--- src/hw/chjc_pkg.sv ---
/*
 Constants for the collision, heartbeat and jabber control block.
 Assumes a 100 MHz system clock; all intervals are derived from it.
*/
package chjc_pkg;
	localparam int unsigned CLK_MHZ       = 100;
	localparam int unsigned OSC_MHZ       = 10;
	// Half period of the 10 MHz collision square wave
	localparam int unsigned OSC_HALF_CYC  = CLK_MHZ / (2 * OSC_MHZ);
	localparam int unsigned TX_END_NS     = 300;
	localparam int unsigned TX_END_CYC    = (TX_END_NS * CLK_MHZ + 999) / 1000;
	localparam int unsigned HB_DELAY_NS   = 1100;
	localparam int unsigned HB_DELAY_CYC  = (HB_DELAY_NS * CLK_MHZ) / 1000;
	localparam int unsigned HB_WIDTH_NS   = 1000;
	localparam int unsigned HB_WIDTH_CYC  = (HB_WIDTH_NS * CLK_MHZ) / 1000;
	localparam int unsigned JAB_MS        = 20;
	localparam int unsigned UNJAB_MS      = 500;
	// Jabber intervals count 10 MHz oscillator ticks
	localparam int unsigned JAB_TICKS     = JAB_MS * OSC_MHZ * 1000;
	localparam int unsigned UNJAB_TICKS   = UNJAB_MS * OSC_MHZ * 1000;
	localparam int unsigned CNT_W         = 24;
	localparam int unsigned OSC_W         = 4;

	typedef enum logic [2:0] {
		CHJC_HB_IDLE  = 3'h1,
		CHJC_HB_WAIT  = 3'h2,
		CHJC_HB_BURST = 3'h4
	} chjc_hb_t;

	typedef enum logic [2:0] {
		CHJC_JB_RUN   = 3'h1,
		CHJC_JB_FAULT = 3'h2,
		CHJC_JB_UNJAB = 3'h4
	} chjc_jb_t;
endpackage : chjc_pkg

--- src/hw/chjc_top.sv ---
/*
 Collision, heartbeat and jabber control of a coax transceiver.
 Assumes the analog front end provides squelch-qualified digital levels:
 tx_active_in (transmit pair beyond squelch) and a collision comparator result.
*/
// Functional notes
// Collision comparator result raises collision indication
// Heartbeat 1.1 us after transmit end, 1 us
// Heartbeat only when enable pin grounded
// Internal 10 MHz oscillator is jabber timebase
// Square wave on collision pair during events
// Collision pair idles at zero differential
// Over 20 ms activity inhibits drive, faults
// Collision output active while jabber fault persists
// Unjab wait 500 ms before re-enabling transmitter
// Partner keeps transmit idle during unjab
// Only squelch-qualified activity reaches coax drive
// Transmit end after 300 ns inactivity
// Power-up idle, transmitter enabled, output quiet
// Jabber count restarts at each new transmission
`timescale 1ns/1ps
module chjc_top
	import chjc_pkg::*;
(
	input  wire logic clk_sys,              // 100 MHz system clock
	input  wire logic rst_n,                // Asynchronous reset, active low
	input  wire logic tx_active_in,         // Transmit pair beyond squelch level
	input  wire logic collision_cmp_in,     // Center level below shield_sense_in by threshold
	input  wire logic heartbeat_enable_pin, // High when pin at ground level
	output logic      coax_drive_out,       // Drive to coax output stage
	output logic      collision_out_pair,   // Collision pair, positive leg
	output logic      collision_out_pair_n, // Collision pair, negative leg
	output logic      jabber_fault_q        // Jabber fault in progress
);
	logic rst_s1_q, rst_s2_q;
	logic tx_s1_q, tx_s2_q, col_s1_q, col_s2_q, hbe_s1_q, hbe_s2_q;
	logic [OSC_W-1:0] osc_div_q;
	logic             osc_q;
	logic             osc_tick;
	logic             osc_rise;
	logic             xmit_q;
	logic [CNT_W-1:0] idle_cnt_q;
	logic             tx_end;
	chjc_hb_t         hb_q;
	logic [CNT_W-1:0] hb_cnt_q;
	chjc_jb_t         jb_q;
	logic [CNT_W-1:0] jb_cnt_q;
	logic             cd_active;
	logic             drive_d;
	// Last cycle index of a heartbeat burst, for the width check
	localparam int    HB_BURST_LAST = int'(HB_WIDTH_CYC) - 1;

	always_ff @(posedge clk_sys or negedge rst_n) begin
		if (!rst_n) begin
			rst_s1_q <= 1'b0;
			rst_s2_q <= 1'b0;
		end else begin
			rst_s1_q <= 1'b1;
			rst_s2_q <= rst_s1_q;
		end
	end

	always_ff @(posedge clk_sys or negedge rst_s2_q) begin
		if (!rst_s2_q) begin
			tx_s1_q  <= 1'b0;
			tx_s2_q  <= 1'b0;
			col_s1_q <= 1'b0;
			col_s2_q <= 1'b0;
			hbe_s1_q <= 1'b0;
			hbe_s2_q <= 1'b0;
		end else begin
			tx_s1_q  <= tx_active_in;
			tx_s2_q  <= tx_s1_q;
			col_s1_q <= collision_cmp_in;
			col_s2_q <= col_s1_q;
			hbe_s1_q <= heartbeat_enable_pin;
			hbe_s2_q <= hbe_s1_q;
		end
	end

	// Free-running 10 MHz oscillator
	assign osc_tick = (osc_div_q == OSC_W'(OSC_HALF_CYC - 1));
	assign osc_rise = osc_tick && !osc_q;
	always_ff @(posedge clk_sys or negedge rst_s2_q) begin
		if (!rst_s2_q) begin
			osc_div_q <= '0;
			osc_q     <= 1'b0;
		end else begin
			osc_div_q <= osc_tick ? '0 : osc_div_q + OSC_W'(1);
			osc_q     <= osc_tick ? ~osc_q : osc_q;
		end
	end

	// Transmission start on activity, end after quiet interval
	assign tx_end = xmit_q && !tx_s2_q && (idle_cnt_q == CNT_W'(TX_END_CYC - 1));
	always_ff @(posedge clk_sys or negedge rst_s2_q) begin
		if (!rst_s2_q) begin
			xmit_q     <= 1'b0;
			idle_cnt_q <= '0;
		end else begin
			idle_cnt_q <= (tx_s2_q || !xmit_q) ? '0 : idle_cnt_q + CNT_W'(1);
			xmit_q     <= tx_s2_q ? 1'b1 : (tx_end ? 1'b0 : xmit_q);
		end
	end

	// Heartbeat sequencer
	always_ff @(posedge clk_sys or negedge rst_s2_q) begin
		if (!rst_s2_q) begin
			hb_q     <= CHJC_HB_IDLE;
			hb_cnt_q <= '0;
		end else begin
			unique case (hb_q)
				CHJC_HB_IDLE: begin
					hb_cnt_q <= '0;
					if (tx_end && hbe_s2_q) begin
						hb_q <= CHJC_HB_WAIT;
					end
				end
				CHJC_HB_WAIT: begin
					hb_cnt_q <= hb_cnt_q + CNT_W'(1);
					if (hb_cnt_q == CNT_W'(HB_DELAY_CYC - TX_END_CYC - 1)) begin
						hb_q     <= CHJC_HB_BURST;
						hb_cnt_q <= '0;
					end
				end
				CHJC_HB_BURST: begin
					hb_cnt_q <= hb_cnt_q + CNT_W'(1);
					if (hb_cnt_q == CNT_W'(HB_WIDTH_CYC - 1)) begin
						hb_q     <= CHJC_HB_IDLE;
						hb_cnt_q <= '0;
					end
				end
				default: begin
					hb_q     <= CHJC_HB_IDLE;
					hb_cnt_q <= '0;
				end
			endcase
		end
	end

	// Jabber timer counted in oscillator ticks on the rising half
	always_ff @(posedge clk_sys or negedge rst_s2_q) begin
		if (!rst_s2_q) begin
			jb_q     <= CHJC_JB_RUN;
			jb_cnt_q <= '0;
		end else begin
			unique case (jb_q)
				CHJC_JB_RUN: begin
					if (!xmit_q) begin
						jb_cnt_q <= '0;
					end else if (osc_rise) begin
						jb_cnt_q <= jb_cnt_q + CNT_W'(1);
						if (jb_cnt_q == CNT_W'(JAB_TICKS - 1)) begin
							jb_q     <= CHJC_JB_FAULT;
							jb_cnt_q <= '0;
						end
					end
				end
				CHJC_JB_FAULT: begin
					jb_cnt_q <= '0;
					if (!xmit_q) begin
						jb_q <= CHJC_JB_UNJAB;
					end
				end
				CHJC_JB_UNJAB: begin
					// Activity during unjab is not allowed; it restarts the wait
					if (tx_s2_q) begin
						jb_cnt_q <= '0;
					end else if (osc_rise) begin
						jb_cnt_q <= jb_cnt_q + CNT_W'(1);
						if (jb_cnt_q == CNT_W'(UNJAB_TICKS - 1)) begin
							jb_q     <= CHJC_JB_RUN;
							jb_cnt_q <= '0;
						end
					end
				end
				default: begin
					jb_q     <= CHJC_JB_RUN;
					jb_cnt_q <= '0;
				end
			endcase
		end
	end

	assign cd_active = col_s2_q || (jb_q == CHJC_JB_FAULT) || (hb_q == CHJC_HB_BURST);
	assign drive_d   = tx_s2_q && (jb_q == CHJC_JB_RUN) && (jb_cnt_q != CNT_W'(JAB_TICKS - 1));

	// Square wave while active, both legs low (zero differential) at rest
	always_ff @(posedge clk_sys or negedge rst_s2_q) begin
		if (!rst_s2_q) begin
			coax_drive_out       <= 1'b0;
			collision_out_pair   <= 1'b0;
			collision_out_pair_n <= 1'b0;
			jabber_fault_q       <= 1'b0;
		end else begin
			coax_drive_out       <= drive_d;
			collision_out_pair   <= cd_active && osc_q;
			collision_out_pair_n <= cd_active && !osc_q;
			jabber_fault_q       <= (jb_q == CHJC_JB_FAULT);
		end
	end
endmodule : chjc_top

--- config.mk ---
export PLATFORM = sky130hd
export DESIGN_NAME = chjc_top
export DESIGN_NICKNAME = d
export VERILOG_FILES = /design/src/hw/chjc_pkg.sv /design/src/hw/chjc_top.sv
export SDC_FILE = /design/constraint.sdc
export NUM_CORES = 1
export LEC_CHECK = 0
export ABC_AREA = 1
export BUFFER_PORTS_ARGS = -buffer_cell sky130_fd_sc_hd__buf_2
export CAP_MARGIN = 30
export CORE_UTILIZATION = 30
export DETAILED_ROUTE_END_ITERATION = 8
export HOLD_SLACK_MARGIN = 0.15
export MAX_ROUTING_LAYER = met4
export PLACE_DENSITY = 0.57
export REMOVE_ABC_BUFFERS = 1
export SLEW_MARGIN = 30
export SYNTH_ARGS = -nofsm -noshare
export SYNTH_HDL_FRONTEND = slang
export SYNTH_SLANG_ARGS = --single-unit
--- constraint.sdc ---
create_clock -name clk_sys -period 2.8 [get_ports clk_sys]
set_clock_uncertainty 0.15 [all_clocks]
set_input_delay 0.42 -clock clk_sys [delete_from_list [all_inputs] [get_ports clk_sys]]
set_output_delay 0.42 -clock clk_sys [all_outputs]
set_load 0.05 [all_outputs]
* Word level (Yosys, flattened, before mapping) *
Cells that the tools add are included.

cells by class
  add/sub/neg operators = 4
  equal/unequal tests = 25
  mux-type cells = 26
  bitwise operators = 1
  reductions and logical operators = 18

operators by type and width
  operator                 count
  $mux W24                 9
  $pmux W24 S2             2
  $add A24 B1 Y24 const B  3
  $eq A24 B7 Y1 const B    2
  $mux W3                  10
  $eq A24 B18 Y1 const B   1
  $eq A24 B23 Y1 const B   1
  $eq A24 B5 Y1 const B    1
  $ne A24 B18 Y1 const B   1
  $ne A2 B2 Y1 const B     10
  $pmux W3 S3              2
  $logic_and A1 B1 Y1      8
  $reduce_and A7 Y1        1
  $eq A3 B1 Y1 const B     2
  $eq A3 B2 Y1 const B     2
  $eq A3 B3 Y1 const B     2
  $ne A3 B3 Y1 const B     2
  $add A4 B1 Y4 const B    1
  $eq A4 B3 Y1 const B     1
  $mux W4                  1
  $logic_not A1 Y1         3
  $logic_or A1 B1 Y1       3
  $reduce_and A3 Y1        1
  $mux W1                  2
  other kinds (3)          3

storage, ports and cells
  bits in registers = 96
  input port bits = 5
  output and inout bits = 4
  word-level logic and storage cells = 94

* Logic depth before layout (Yosys ltp) *
  depth in word-level cells = 6
  gate-level depth with buffers = 13
  mapped depth without buffers = 12

* Worst setup path before layout *
No wires, ideal clock.

  path type = register to register
  start point = reg hb_cnt_q[0]
  end point = reg hb_cnt_q[15]
  arrival = 1.375 ns
  data required time = 2.532 ns
  slack = 1.156 ns
  cell stages (with the launch flop) = 8
  path buffers = 1
  path through = dfrtp_1 ha_1 nand3_2 o21ai_0 nand2_1 a21oi_4 buf_6 nor2_1

between the ends
  cells in the longest elaborated chain, start to end = 3

ends and longest elaborated chain
  item                                     RTL line                          RTL
  start: declaration                       chjc_top.sv:45                    logic [CNT_W-1:0] hb_cnt_q;
  start signal: assignment                 chjc_top.sv:120                   hb_cnt_q <= hb_cnt_q + CNT_W'(1);
  start signal: assignment                 chjc_top.sv:127                   hb_cnt_q <= hb_cnt_q + CNT_W'(1);
  $add A24 B1 Y24 (tied with other cells)  chjc_top.sv:120, chjc_top.sv:127
  $mux W24, on equally long branches       chjc_top.sv:128, chjc_top.sv:121
  $pmux W24 S2 *                           chjc_top.sv:112                   unique case (hb_q)

Every way passes the cells marked *; elsewhere a longest branch is shown, timed or not.
A chain may end at the register's enable or synchronous reset.

* Worst setup path after layout *
  start point = reg hb_cnt_q[0]
  end point = reg hb_q[2]

between the ends
  cells in the longest elaborated chain, start to end = 3

ends and longest elaborated chain
  item                                     RTL line                          RTL
  $eq A24 B7 Y1, on equally long branches  chjc_top.sv:128, chjc_top.sv:121
  $ne A2 B2 Y1 (no line)                   n/a
  $reduce_and A3 Y1 (no line) *            n/a
  end signal: assignment                   chjc_top.sv:122                   hb_q <= CHJC_HB_BURST;
  end signal: assignment                   chjc_top.sv:129                   hb_q <= CHJC_HB_IDLE;
  end signal: assignment                   chjc_top.sv:134                   hb_q <= CHJC_HB_IDLE;
  end: declaration                         chjc_top.sv:44                    chjc_hb_t hb_q;

Marks and branches as above.

==> metrics.sh <==
SYNTHESIS.INSTANCES=805
COUNT_OF_ANTENNA_DIODES_IN_THE_LAYOUT=0
POST_CTS_RESIZED=0
LAYOUT.CELLS.MOST_COMMON='nand2_1'
WORSTMARGINPINSLEW_NS=0.6766
CLOCK.FMAX_MHz=504.8
POST_ROUTE_CELLS_DRIVE_ABOVE_1_SHARE=0.1096
DETAILED_PLACE_HPWL_UM=9680
CTS-ROOT-TO-SINK-BUFFERS=2
SETUP.WORST_PATH.START_CLASS='flop'
FIRST_GLOBAL_VIAS=4560
SYNTH.YOSYS.WARNINGS=0
INST_COUNT_DP=1044
PERIOD_MINUS_SLACK_NS=1.981
FINAL_MIN_PERIOD_OVER_CLOCK_PERIOD=0.7075
POST_DETAILED_ROUTING_WIRE_LENGTH_UM=12860
YS_SEQ_AREA_FRAC=0.4170
GRT_MAX_DEGREE=52
CLKSLEWWORSTSETUPHOLDPATHS_NS=0.07
YOSYSTOPAREACELL='dfrtp_1'
ROUTED-WL-MET3_UM=447
FINALCOREUTILIZATION=0.3405
YOSYS.CELL_TYPES.COUNT=41
TRITONCTS='yes'
SYNTH_SEQ_CELLS=96
YOSYS-TOP-CELLS-AREA='dfrtp_1 41%, nand2_1 14%, nor2_1 8.2%'
ROUTE.MET2.WL_UM=5729
R2R_START='hb_cnt_q[0]'
TIMING.MAX_SLEW.REL_SLACK=0.5490
LAYOUT_COMMON_CELLS='220 x nand2_1, 126 x nor2_1, 116 x inv_1'
POSTLAYOUTCELLAREA_MM2=0.006391
WHS_NS=0.1995
AVG_CELL_AREA_SYN_UM2=7.164
PLACEABLECOREAREA_MM2=0.01877
TIMING.MAX_CAP.VIOLATIONS=0
SYNTHDOMINANTCELLAREASHARE=0.4079
VIAS_PER_CELL=4.549
SETUP_VIOL_COUNT_FINAL=0
TOP_LEVEL_PORTS=9
POSTROUTEANTENNANETS=0
SETUP.WORST_PATH.START='hb_cnt_q[0]'
CRITICAL_PATH_REQUIRED_NS=2.93
ROUTE.DETAILED.WL_PER_INST_UM=12.08
DR_TOTAL_VIAS=4840
GRT_ANTENNA_BEFORE_REPAIR=0
SETUP_CP_TYPE='flop to flop'
MAX-VDD-IR-DROP_mV=0.3013
CTS_MADE_BUFFERS=9
FIN_TNS_SETUP_NS=0
SYN-CELL-AREA_MM2=0.005767
NUM_ROWS=50
HOLDCRITSTARTPOINT='tx_s1_q'
WORST_SETUP_PATH_END_KIND='flop'
PORTBUFFERS=8
WORST_HOLD_PATH_TYPE='flop to flop'
FINAL_NETS=836
DETAIL_ROUTE.ITER0.VIOLATIONS=325
POST_SYNTH_EDFFS=0
SYNTHFLOPTYPE='dfrtp_1'
WORST-PATH-MAX-FANOUT=15
GLOBAL_ROUTE.USAGE.TOTAL=0.1436
LAYOUT.CELLS.NON_FILLER=1064
POWER.DENSITY_mW_PER_MM2=445.3
FP.DIEW_UM=140.6
DRT-PASS1-ITER-COUNT=5
LEAKAGE_POWER_FIGURE_nW=3.075
DR.MAX_LAYER_USED='met4'
GLOBAL_ROUTE.OVERFLOW_TOTAL=0
SLEW_VIOLATIONS=0
START_UTIL=0.3073
CTS.SINK_COUNT=96
PLACE.GP.CONGESTION=0.9842
ARRIVAL_NS=2.11
PLACED_AREA_MM2=0.006056
CTS.ROOT.BUFFER_CELL='clkbuf_16'
WL_MET1_UM=6558
SYNTHTOLAYOUTAREAGROWTH_PCT=10.83
SETUP_REPAIR_AFTER_GLOBAL_ROUTING_MISSED_ITS_MARGIN='no'
CLOCK_LATENCY_ON_THE_WORST_SKEW_PAIR_NS=0.35
HTREE_LEVELS=3
DRC=0
TIMING.FINAL.HOLD_VIOLATIONS=0
GRT_PASS1_WL_UM=21970
SYNTH_ASYNC_SR_FLOP_SHARE=1.000
RUN_STATUS='finished clean'
FLOORPLAN_DIE_HEIGHT_UM=140.6
DIEAREA_MM2=0.01978
## cell usage after synthesis (3+ instances only)
cell,count
a21oi_1,22
buf_6,4
dfrtp_1,94
ha_1,6
inv_1,116
inv_2,8
nand2_1,220
nand2_2,14
nand3_1,67
nand3_2,5
nand4_1,17
nor2_1,126
nor2_2,10
nor2_4,4
nor3_1,23
nor3_4,3
o21ai_0,25
o21bai_2,3
xor2_1,9
## layer usage
metal | global-route usage | vias up
met1 | 0.1945 | 2184
met4 | 0.04005 | 0
met5 | - | -
li1 | - | 2560
met2 | 0.2200 | 88
met3 | 0.02582 | 8
## flip-flops by register name, summed over array words and instances (netlist names), 3 cells and up
name and flops:
hb_q 3, hb_cnt_q 24, osc_div_q 4, idle_cnt_q 24, jb_q 3, jb_cnt_q 24
## final timing paths
check | cells past startpoint | slack [ns] | endpoint
max in group asynchronous | 1 | 1.52 | jb_q[0]
min in group asynchronous | 0 | 0.23 | idle_cnt_q[9]
worst max register to register | 7 | 0.82 | hb_q[2]
worst min register to register | 0 | 0.20 | tx_s2_q
worst max-delay path | 7 | 0.82 | hb_q[2]
worst min-delay path | 0 | 0.20 | tx_s2_q
## per-stage QoR
stage	worst slack (ns)	power, W
2_1_floorplan	-0.2186	0.001588
3_3_place_gp	0.8939	0.001633
3_5_place_dp	0.8445	0.001634
4_1_cts	0.8189	0.002900
5_1_grt	0.6107	0.002974
6_report	0.8189	0.002846
## power breakdown
part	switching, W	leakage, nW	internal (W)	total, W
logic	0.0000842	1.65	0.0000465	0.000131
clock network	0.000545	0.146	0.000692	0.00124
registers	0.0000556	1.28	0.00142	0.00148
total	0.000685	3.07	0.00216	0.00285
## kinds of logic (layout without fill, tap and decap cells)
group,count (synthesis),after routing,synth area share
and+or+nand+nor,504,504,0.4020
buffers and inverters,130,155,0.09286
DFF,96,96,0.4170
AOI/OAI and AO/OA,58,58,0.05923
xor gates and xnor gates,10,10,0.01519
adders and majority gates,6,6,0.01302
other,1,1,0.0006503
## cell type report
class                   count  area, um^2
fillers                  2028       12380
clock inverters             7       70.07
inverters                 124       465.4
clock buffers               9       225.2
multi-input cells         579        2826
repair buffers             15       102.6
well taps                 234       292.8
flip-flops and latches     96        2409
## timing repair
| action | in CTS | in global routing |
|---|---|---|
| hold buffers | 4 | 0 |
| endpoints found under the hold margin | 5 | 0 |
| buffers inserted | 0 | 0 |
## worst max-delay path, stage by stage (launching register included)
cell and delay (ns):
dfrtp_1 0.42, ha_1 0.30, nand3_2 0.16, o21ai_0 0.18, nand2_1 0.12, a21oi_4 0.39, nand3_1 0.13, nand2_1 0.08
No activity file was read; power rests on OpenSTA's default activity.
